`src/inc/nmh_pkg.sv`:
```
// Package: register map, field layout and carrier types of the negative MAC unit
package nmh_pkg;

  // ****************************************************************
  // Register byte offsets
  // ****************************************************************
  localparam logic [7:0] NMH_OFF_SRC_A = 8'h00;
  localparam logic [7:0] NMH_OFF_SRC_B = 8'h04;
  localparam logic [7:0] NMH_OFF_DEST = 8'h08;
  localparam logic [7:0] NMH_OFF_CTRL = 8'h0C;
  localparam logic [7:0] NMH_OFF_EXC = 8'h10;
  localparam logic [7:0] NMH_OFF_COND = 8'h14;
  localparam logic [7:0] NMH_OFF_IRQ_STS = 8'h18;
  localparam logic [7:0] NMH_OFF_IRQ_MSK = 8'h1C;

  // ****************************************************************
  // Field positions
  // ****************************************************************
  localparam int NMH_CTRL_GO = 0;
  localparam int NMH_CTRL_HIGH = 1;
  localparam int NMH_CTRL_SAT = 2;
  localparam int NMH_CTRL_REC = 3;
  localparam int NMH_CTRL_OE = 4;
  localparam int NMH_EXC_SO = 31;
  localparam int NMH_EXC_OVF = 30;
  localparam int NMH_IRQ_DONE = 0;
  localparam int NMH_IRQ_OVF = 1;
  localparam int NMH_IRQ_W = 2;

  // ****************************************************************
  // Values
  // ****************************************************************
  localparam logic [31:0] NMH_SAT_MAX = 32'h7FFFFFFF;
  localparam logic [31:0] NMH_SAT_MIN = 32'h80000000;
  localparam logic [31:0] NMH_ZERO = 32'h00000000;
  localparam logic [1:0] NMH_IRQ_RST = 2'h0;

  // ****************************************************************
  // Types
  // ****************************************************************
  typedef enum logic {
    NMH_CROSS = 1'b0,
    NMH_HIGH = 1'b1
  } nmh_variant_t;

  typedef struct packed {
    nmh_variant_t variant;
    logic sat;
    logic rec;
    logic oe;
  } nmh_op_t;

  typedef struct packed {
    logic lt;
    logic gt;
    logic eq;
    logic so;
  } nmh_cr_t;

  typedef struct packed {
    logic psel;
    logic penable;
    logic pwrite;
    logic [7:0] paddr;
    logic [31:0] pwdata;
  } nmh_apb_req_t;

  typedef struct packed {
    logic [31:0] prdata;
    logic pready;
    logic pslverr;
  } nmh_apb_rsp_t;

endpackage

```
`src/rtl/nmh_nmac_core.sv`:
```
// Combinational datapath: halfword product, negative accumulate, saturation
`timescale 1ns/1ps
`default_nettype none

module nmh_nmac_core
  import nmh_pkg::*;
(
  // Operands
  input wire logic [31:0] src_a_reg_i,
  input wire logic [31:0] src_b_reg_i,
  input wire logic [31:0] dest_i,
  input wire nmh_op_t op_i,
  // Results
  output logic [31:0] prod_o,
  output logic [32:0] sum_o,
  output logic [31:0] result_o,
  output logic ovf_o
);

  logic signed [15:0] half_a;
  logic signed [15:0] half_b;
  logic signed [31:0] prod;

  // ****************************************************************
  // Operand selection, big-endian bit 0 is the msb
  // ****************************************************************
  always_comb
  begin
    half_a = (op_i.variant == NMH_HIGH) ? src_a_reg_i[31:16] : src_a_reg_i[15:0];
    half_b = src_b_reg_i[31:16];
    prod = half_a * half_b;
  end

  // ****************************************************************
  // Subtract product; 33 bits so the overflow is visible
  // ****************************************************************
  always_comb
  begin
    prod_o = prod;
    sum_o = {dest_i[31], dest_i} - {prod[31], prod};
    ovf_o = sum_o[32] ^ sum_o[31];
    if (op_i.sat && ovf_o)
    begin
      result_o = sum_o[32] ? NMH_SAT_MIN : NMH_SAT_MAX;
    end
    else
    begin
      result_o = sum_o[31:0];
    end
  end

endmodule

`default_nettype wire

```
`src/rtl/nmh_unit.sv`:
```
// Top level: APB register file around the negative halfword MAC datapath
`timescale 1ns/1ps
`default_nettype none

module nmh_unit
  import nmh_pkg::*;
(
  // Clock and reset
  input wire logic ref_clk_i,
  input wire logic rst_n_i,
  // APB slave
  input wire nmh_apb_req_t apb_req_i,
  output nmh_apb_rsp_t apb_rsp_o,
  // Interrupt
  output logic irq_o
);

  // ****************************************************************
  // State
  // ****************************************************************
  typedef struct packed {
    logic [31:0] src_a_reg;
    logic [31:0] src_b_reg;
    logic [31:0] dest;
    nmh_op_t op;
    logic overflow_flag;
    logic so;
    nmh_cr_t condition_field_zero;
    logic [NMH_IRQ_W-1:0] irq_sts;
    logic [NMH_IRQ_W-1:0] irq_msk;
    logic [31:0] prdata;
  } nmh_state_t;

  localparam nmh_state_t NMH_STATE_RST = '0;

  nmh_state_t s_q;
  nmh_state_t s_d;

  logic wr_acc;
  logic rd_setup;
  logic acc;
  logic addr_hit;
  logic go;
  nmh_op_t op_w;
  logic [31:0] prod;
  logic [32:0] sum;
  logic [31:0] result;
  logic ovf;
  logic so_new;
  logic [NMH_IRQ_W-1:0] irq_set;
  logic [NMH_IRQ_W-1:0] irq_clr;

  // ****************************************************************
  // Bus decode
  // ****************************************************************
  always_comb
  begin
    acc = apb_req_i.psel && apb_req_i.penable;
    wr_acc = acc && apb_req_i.pwrite;
    rd_setup = apb_req_i.psel && !apb_req_i.penable && !apb_req_i.pwrite;
    case (apb_req_i.paddr)
      NMH_OFF_SRC_A, NMH_OFF_SRC_B, NMH_OFF_DEST, NMH_OFF_CTRL,
      NMH_OFF_EXC, NMH_OFF_COND, NMH_OFF_IRQ_STS, NMH_OFF_IRQ_MSK: addr_hit = 1'b1;
      default: addr_hit = 1'b0;
    endcase
    go = wr_acc && (apb_req_i.paddr == NMH_OFF_CTRL) && apb_req_i.pwdata[NMH_CTRL_GO];
  end

  // Operation fields come straight from the write so it runs in the same edge
  always_comb
  begin
    if (go)
    begin
      op_w.variant = nmh_variant_t'(apb_req_i.pwdata[NMH_CTRL_HIGH]);
      op_w.sat = apb_req_i.pwdata[NMH_CTRL_SAT];
      op_w.rec = apb_req_i.pwdata[NMH_CTRL_REC];
      op_w.oe = apb_req_i.pwdata[NMH_CTRL_OE];
    end
    else
    begin
      op_w = s_q.op;
    end
  end

  // ****************************************************************
  // Datapath
  // ****************************************************************
  nmh_nmac_core u_core (
    .src_a_reg_i(s_q.src_a_reg),
    .src_b_reg_i(s_q.src_b_reg),
    .dest_i(s_q.dest),
    .op_i(op_w),
    .prod_o(prod),
    .sum_o(sum),
    .result_o(result),
    .ovf_o(ovf)
  );

  // ****************************************************************
  // Next state
  // ****************************************************************
  always_comb
  begin
    s_d = s_q;
    so_new = op_w.oe ? (s_q.so | ovf) : s_q.so;
    irq_set = '0;
    irq_clr = '0;

    // Register writes
    // Condition field is read-only: its writes fall to default and are dropped
    if (wr_acc)
    begin
      case (apb_req_i.paddr)
        NMH_OFF_SRC_A: s_d.src_a_reg = apb_req_i.pwdata;
        NMH_OFF_SRC_B: s_d.src_b_reg = apb_req_i.pwdata;
        NMH_OFF_DEST: s_d.dest = apb_req_i.pwdata;
        NMH_OFF_EXC:
        begin
          s_d.overflow_flag = apb_req_i.pwdata[NMH_EXC_OVF];
          s_d.so = apb_req_i.pwdata[NMH_EXC_SO];
        end
        NMH_OFF_IRQ_STS: irq_clr = apb_req_i.pwdata[NMH_IRQ_W-1:0];
        NMH_OFF_IRQ_MSK: s_d.irq_msk = apb_req_i.pwdata[NMH_IRQ_W-1:0];
        default: s_d.op = s_q.op;
      endcase
    end

    // Execute
    if (go)
    begin
      s_d.op = op_w;
      s_d.dest = result;
      if (op_w.oe)
      begin
        s_d.overflow_flag = ovf;
        s_d.so = so_new;
      end
      if (op_w.rec)
      begin
        s_d.condition_field_zero.lt = result[31];
        s_d.condition_field_zero.gt = !result[31] && (result != NMH_ZERO);
        s_d.condition_field_zero.eq = (result == NMH_ZERO);
        s_d.condition_field_zero.so = so_new;
      end
      irq_set[NMH_IRQ_DONE] = 1'b1;
      irq_set[NMH_IRQ_OVF] = ovf;
    end

    // Set beats a clear landing on the same edge
    s_d.irq_sts = (s_q.irq_sts & ~irq_clr) | irq_set;

    // Read data captured in the setup phase, master holds the address
    if (rd_setup)
    begin
      case (apb_req_i.paddr)
        NMH_OFF_SRC_A: s_d.prdata = s_q.src_a_reg;
        NMH_OFF_SRC_B: s_d.prdata = s_q.src_b_reg;
        NMH_OFF_DEST: s_d.prdata = s_q.dest;
        NMH_OFF_CTRL:
        begin
          s_d.prdata = NMH_ZERO;
          s_d.prdata[NMH_CTRL_HIGH] = s_q.op.variant;
          s_d.prdata[NMH_CTRL_SAT] = s_q.op.sat;
          s_d.prdata[NMH_CTRL_REC] = s_q.op.rec;
          s_d.prdata[NMH_CTRL_OE] = s_q.op.oe;
        end
        NMH_OFF_EXC:
        begin
          s_d.prdata = NMH_ZERO;
          s_d.prdata[NMH_EXC_OVF] = s_q.overflow_flag;
          s_d.prdata[NMH_EXC_SO] = s_q.so;
        end
        NMH_OFF_COND: s_d.prdata = {28'h0, s_q.condition_field_zero};
        NMH_OFF_IRQ_STS: s_d.prdata = {30'h0, s_q.irq_sts};
        NMH_OFF_IRQ_MSK: s_d.prdata = {30'h0, s_q.irq_msk};
        default: s_d.prdata = NMH_ZERO;
      endcase
    end
  end

  always_ff @(posedge ref_clk_i or negedge rst_n_i)
  begin
    if (!rst_n_i)
    begin
      s_q <= NMH_STATE_RST;
    end
    else
    begin
      s_q <= s_d;
    end
  end

  // ****************************************************************
  // Outputs
  // ****************************************************************
  // Zero wait states: every access phase completes at its first edge
  always_comb
  begin
    apb_rsp_o.prdata = s_q.prdata;
    apb_rsp_o.pready = 1'b1;
    apb_rsp_o.pslverr = acc && !addr_hit;
    irq_o = |(s_q.irq_sts & s_q.irq_msk);
  end
endmodule

`default_nettype wire

```
`config.mk`:
```
export PLATFORM = sky130hd
export DESIGN_NAME = nmh_unit
export DESIGN_NICKNAME = d
export VERILOG_FILES = /design/src/inc/nmh_pkg.sv /design/src/rtl/nmh_nmac_core.sv /design/src/rtl/nmh_unit.sv
export SDC_FILE = /design/constraint.sdc
export NUM_CORES = 1
export LEC_CHECK = 0
export BUFFER_PORTS_ARGS = -buffer_cell sky130_fd_sc_hd__clkbuf_2
export CAP_MARGIN = 15
export CORE_ASPECT_RATIO = 1.4
export CORE_MARGIN = 1
export CORE_UTILIZATION = 30
export DETAILED_ROUTE_END_ITERATION = 8
export PLACE_DENSITY = 0.48
export SLEW_MARGIN = 10
export SYNTH_ARGS = -nofsm -noshare
export SYNTH_HDL_FRONTEND = slang
export SYNTH_SLANG_ARGS = --single-unit
```
`constraint.sdc`:
```
create_clock -name ref_clk_i -period 17.7 [get_ports ref_clk_i]
set_clock_uncertainty 0.2 [all_clocks]
set_input_delay 0.885 -clock ref_clk_i [delete_from_list [all_inputs] [get_ports ref_clk_i]]
set_output_delay 0.885 -clock ref_clk_i [all_outputs]
set_load 0.05 [all_outputs]
```
==> metrics.txt <==
# TYPE chip_impl_metric gauge
chip_impl_info{name="crit_start",value="apb_req_i[35]"} 1
chip_impl_metric{name="max_cap_viol_count",unit=""} 0
chip_impl_info{name="cts_tree",value="yes"} 1
chip_impl_metric{name="synth_cells",unit=""} 2096
chip_impl_metric{name="synth_compound_gate_area_share",unit="%"} 10.4
chip_impl_metric{name="crit_share_post_route",unit="%"} 61.5
chip_impl_metric{name="std_cell_rows",unit=""} 109
chip_impl_info{name="synth_area_leader_cell",value="sky130_fd_sc_hd__fa_1"} 1
chip_impl_metric{name="fill_cells",unit=""} 6574
chip_impl_metric{name="number_of_synthesized_flops_with_an_enable_pin",unit=""} 0
chip_impl_metric{name="cp_data_required_time",unit="ns"} 17.77
chip_impl_metric{name="drt_drc_violations_left",unit=""} 0
chip_impl_metric{name="cts_inserted_buffers",unit=""} 17
chip_impl_metric{name="nets",unit=""} 2534
chip_impl_metric{name="layout.cell_area.non_filler",unit="sq um"} 21000
chip_impl_info{name="path_category_of_the_worst_min_delay_check",value="input pin to asynchronous set/reset pin"} 1
chip_impl_metric{name="initialDrtViolationCount",unit=""} 974
chip_impl_metric{name="dp.final_hpwl",unit="um"} 51900
chip_impl_metric{name="cts_max_level",unit=""} 4
chip_impl_metric{name="internal-power",unit="mW"} 0.647
chip_impl_metric{name="r2r.worst_path.cells",unit=""} 23
chip_impl_info{name="synth_top_family_by_area",value="adder cells"} 1
chip_impl_metric{name="design.die.area",unit="sq um"} 65600
chip_impl_info{name="cp-start-kind",value="input pin"} 1
chip_impl_metric{name="clock_path_buffers",unit=""} 2
chip_impl_info{name="unrepaired_setup_endpoints_after_global_routing",value="false"} 1
chip_impl_metric{name="slew_violations",unit=""} 0
chip_impl_metric{name="clk_pin_slew_worst_paths",unit="ns"} 0.07
chip_impl_info{name="netlist_top_cells_count",value="398 x sky130_fd_sc_hd__inv_1, 305 x sky130_fd_sc_hd__fa_1, 236 x sky130_fd_sc_hd__nand2_1"} 1
chip_impl_metric{name="synth_mux_area_share",unit="%"} 7.12
chip_impl_metric{name="cts_repair_resize_count",unit=""} 0
chip_impl_metric{name="critical_path_arrival",unit="ns"} 10.95
chip_impl_metric{name="initial_utilization",unit="%"} 30.5
chip_impl_metric{name="die-height",unit="um"} 303
chip_impl_metric{name="drt_pre_antenna_iters",unit=""} 5
chip_impl_metric{name="die_width",unit="um"} 217
chip_impl_metric{name="ant_nets",unit=""} 0
chip_impl_metric{name="power_density",unit="nW/um^2"} 49.0
chip_impl_metric{name="rel_slew_slack",unit="%"} 26.1
chip_impl_metric{name="grt_util_all_layers",unit="%"} 19.8
chip_impl_metric{name="areaGrowthSynthToFinish",unit="%"} 8.40
chip_impl_metric{name="placeableCoreArea",unit="sq um"} 63400
chip_impl_metric{name="grt_start_max_net_pins",unit=""} 73
chip_impl_metric{name="initial_antenna_violation_count",unit=""} 2
chip_impl_metric{name="p_clk_share",unit="%"} 36.3
chip_impl_metric{name="synth_simple_gate_area_share",unit="%"} 14.2
chip_impl_metric{name="tritoncts_num_sinks",unit=""} 142
chip_impl_metric{name="worst-path-max-fanout",unit=""} 46
chip_impl_metric{name="vias",unit=""} 14800
chip_impl_metric{name="post_cts.repair.setup_buffers",unit=""} 0
chip_impl_info{name="critical_path.reg2reg.endpoint",value="s_q[63]"} 1
chip_impl_info{name="yosysMostFrequentCell",value="sky130_fd_sc_hd__inv_1"} 1
chip_impl_metric{name="final.setup.tns",unit="ns"} 0
chip_impl_metric{name="netlist.area_leader.share",unit="%"} 31.5
chip_impl_metric{name="async_reset_ff_share",unit="%"} 100
chip_impl_metric{name="final_layout_size_suffix_gt1_share",unit="%"} 11.4
chip_impl_metric{name="synth.net_count",unit=""} 2541
chip_impl_metric{name="clock.fmax",unit="MHz"} 91.9
chip_impl_metric{name="hold_ws",unit="ns"} 0.241
chip_impl_metric{name="share_seq_of_total_power",unit="%"} 32.9
chip_impl_metric{name="multiInputGateArea",unit="sq um"} 13700
chip_impl_metric{name="sw_frac_of_total",unit="%"} 37.0
chip_impl_metric{name="place_area",unit="sq um"} 20400
chip_impl_metric{name="seq_area",unit="sq um"} 3550
chip_impl_metric{name="ys_seq_elements",unit=""} 142
chip_impl_metric{name="p_sw",unit="mW"} 0.380
chip_impl_info{name="cts-root-buf",value="sky130_fd_sc_hd__clkbuf_16"} 1
chip_impl_metric{name="worst_setup_slack_for_register_to_register_paths",unit="ns"} 8.30
chip_impl_metric{name="avgSynthCellArea",unit="sq um"} 9.24
chip_impl_metric{name="worst_tran_pin_value",unit="ns"} 1.11
chip_impl_metric{name="power_leakage",unit="nW"} 9.72
chip_impl_metric{name="synth-warning-count",unit=""} 0
chip_impl_metric{name="holdBufCountCts",unit=""} 0
chip_impl_info{name="reg2reg_start",value="s_q[125]"} 1
chip_impl_metric{name="grt-ovfl-total",unit=""} 0
chip_impl_metric{name="post_synth_num_cell_types",unit=""} 81
chip_impl_metric{name="post_synth_instance_area",unit="sq um"} 19400
chip_impl_metric{name="drt-wirelength-per-cell",unit="um"} 21.4
chip_impl_metric{name="detail_route.vias_per_cell",unit=""} 5.03
chip_impl_metric{name="finalWirelength",unit="um"} 62800
chip_impl_metric{name="gp_routability_congestion",unit=""} 0.881
chip_impl_metric{name="irDropWorstVdd",unit="V"} 0.0000620
chip_impl_metric{name="setup_viol_count_final",unit=""} 0
chip_impl_metric{name="worst_skew_pair.late_latency",unit="ns"} 0.44
chip_impl_metric{name="yosys.area_share.adder",unit="%"} 37.7
chip_impl_metric{name="combinationalPowerShare",unit="%"} 30.8
chip_impl_metric{name="min_period",unit="ns"} 10.88
chip_impl_info{name="synth_flop_cell",value="sky130_fd_sc_hd__dfrtp_1"} 1
chip_impl_metric{name="port_buffers",unit=""} 78
chip_impl_info{name="crit_path_end_kind",value="flop"} 1
chip_impl_info{name="outcome",value="complete, no violations"} 1
chip_impl_metric{name="post_synth_xor_area_fraction",unit="%"} 1.36
chip_impl_metric{name="boundaryPins",unit=""} 80
chip_impl_metric{name="first_pass_grt_wire_length",unit="um"} 97500
chip_impl_metric{name="seq_area_frac_synth",unit="%"} 18.4
chip_impl_metric{name="first_global_vias",unit=""} 15700
chip_impl_info{name="synth.top_cells.by_area",value="sky130_fd_sc_hd__fa_1 32%, sky130_fd_sc_hd__dfrtp_1 18%, sky130_fd_sc_hd__inv_1 7.7%"} 1
chip_impl_info{name="criticalPathCategory",value="input pin to flop"} 1
chip_impl_metric{name="report.final.hold_viol_count",unit=""} 0
## power groups by stage
stage	combinational, mW	clock (mW)	sequential [mW]
finish	0.317	0.373	0.338
global route	0.342	0.394	0.338
CTS	0.316	0.377	0.338
detailed placement	0.314	0	0.344
global placement	0.314	0	0.344
floorplan	0.206	0	0.338
## layout make-up
class	instances	share of cell area [%]
antenna	1	0.0119
clock buffer	17	2.03
clock inverter	15	0.817
inverter	398	7.12
multi-input combinational	1429	65.4
sequential	142	16.9
tap	832	4.96
timing repair buffer	101	2.75
## sequential cells by signal, indices dropped and copies added, names as in the netlist
name / cells
apb_rsp_o: 32
s_q: 110
## logic make-up (layout without fill, tap and decap cells)
logic type               Yosys count  after routing
multiplexers                     127            127
AO/OA/AOI/OAI                    312            312
AND/OR/NAND/NOR                  559            559
adder cells (fa/ha/maj)          400            400
buffers and inverters            525            531
other                              1              2
XOR/XNOR                          30             30
flip-flops                       142            142
## how the worst max path moves through the flow
stage,to,cells after the start,slack (ns)
2_1_floorplan,s_q[53],29,7.42
3_3_place_gp,s_q[60],27,6.33
3_5_place_dp,s_q[62],27,6.22
4_1_cts,s_q[62],27,6.64
5_1_grt,s_q[63],28,6.34
6_report,s_q[63],28,6.82
## critical path, stage by stage
cell	delay, ns
sky130_fd_sc_hd__clkbuf_2	0.08
sky130_fd_sc_hd__buf_4	0.51
sky130_fd_sc_hd__nand4bb_1	0.42
sky130_fd_sc_hd__nor3_2	0.21
sky130_fd_sc_hd__buf_4	0.46
sky130_fd_sc_hd__mux2i_1	0.24
sky130_fd_sc_hd__buf_4	0.28
sky130_fd_sc_hd__mux2_2	0.57
sky130_fd_sc_hd__and2_1	0.27
sky130_fd_sc_hd__fa_1	0.51
sky130_fd_sc_hd__fa_1	0.53
sky130_fd_sc_hd__fa_1	0.51
sky130_fd_sc_hd__inv_1	0.05
sky130_fd_sc_hd__fa_1	0.51
sky130_fd_sc_hd__fa_1	0.51
sky130_fd_sc_hd__inv_1	0.06
sky130_fd_sc_hd__fa_1	0.48
sky130_fd_sc_hd__inv_1	0.04
sky130_fd_sc_hd__ha_1	0.38
sky130_fd_sc_hd__a21oi_1	0.18
sky130_fd_sc_hd__o21ai_0	0.30
sky130_fd_sc_hd__a211o_1	0.41
sky130_fd_sc_hd__or4b_2	0.63
sky130_fd_sc_hd__o2bb2ai_1	0.41
sky130_fd_sc_hd__xnor2_1	0.41
sky130_fd_sc_hd__nor4_4	0.70
sky130_fd_sc_hd__buf_6	0.25
sky130_fd_sc_hd__a221oi_1	0.07
## metal layers
| layer | up-vias | routed length (um) | track usage [%] | part of all wire [%] |
|---|---|---|---|---|
| li1 | 6633 | - | - | - |
| met1 | 7719 | 25300 | 23.7 | 40 |
| met2 | 322 | 33600 | 36.7 | 53 |
| met3 | 78 | 1530 | 1.65 | 2.4 |
| met4 | 0 | 2330 | 7.08 | 3.7 |
| met5 | - | 0 | 0 | 0 |
## layout by cell type, fill, tap and decap left out, types with 6 or more instances in the layout
master                      netlist  routed
sky130_fd_sc_hd__inv_1          398     398
sky130_fd_sc_hd__a21o_1           8       8
sky130_fd_sc_hd__ha_1            95      95
sky130_fd_sc_hd__clkbuf_2         3      77
sky130_fd_sc_hd__nand3_1         16      16
sky130_fd_sc_hd__fa_1           305     305
sky130_fd_sc_hd__nand4_1         12      12
sky130_fd_sc_hd__o21a_1           6       6
sky130_fd_sc_hd__nand2_1        236     236
sky130_fd_sc_hd__a221oi_1        20      20
sky130_fd_sc_hd__o21ai_0         79      79
sky130_fd_sc_hd__and2_1         122     122
sky130_fd_sc_hd__xor2_1           7       7
sky130_fd_sc_hd__o211ai_1         7       7
sky130_fd_sc_hd__and3_1          15      15
sky130_fd_sc_hd__a211oi_1        18      18
sky130_fd_sc_hd__nand2b_1         7       7
sky130_fd_sc_hd__and4_1           6       6
sky130_fd_sc_hd__buf_4           33      21
sky130_fd_sc_hd__or3_1           12      12
sky130_fd_sc_hd__a22oi_1          9       9
sky130_fd_sc_hd__inv_6            0       8
sky130_fd_sc_hd__xnor2_1         23      23
sky130_fd_sc_hd__mux2_2          85      85
sky130_fd_sc_hd__mux2i_1         42      42
sky130_fd_sc_hd__nor3_1          20      17
sky130_fd_sc_hd__dfrtp_1        142     142
sky130_fd_sc_hd__clkbuf_16        0      17
sky130_fd_sc_hd__nor2_1          81      80
sky130_fd_sc_hd__o22ai_1          8       8
sky130_fd_sc_hd__a21oi_1         97      97
## per-stage QoR
step           worst slack (ns)  util [%]  power [mW]  instances
2_1_floorplan              7.42         -       0.544       2096
3_3_place_gp               6.33      32.1       0.658       2900
3_5_place_dp               6.22      32.1       0.658       2900
4_1_cts                    6.64      33.1        1.03       2932
5_1_grt                    6.34      33.1        1.07       2934
6_report                   6.82      33.1        1.03       2935
No activity file was read; power rests on OpenSTA's default activity.
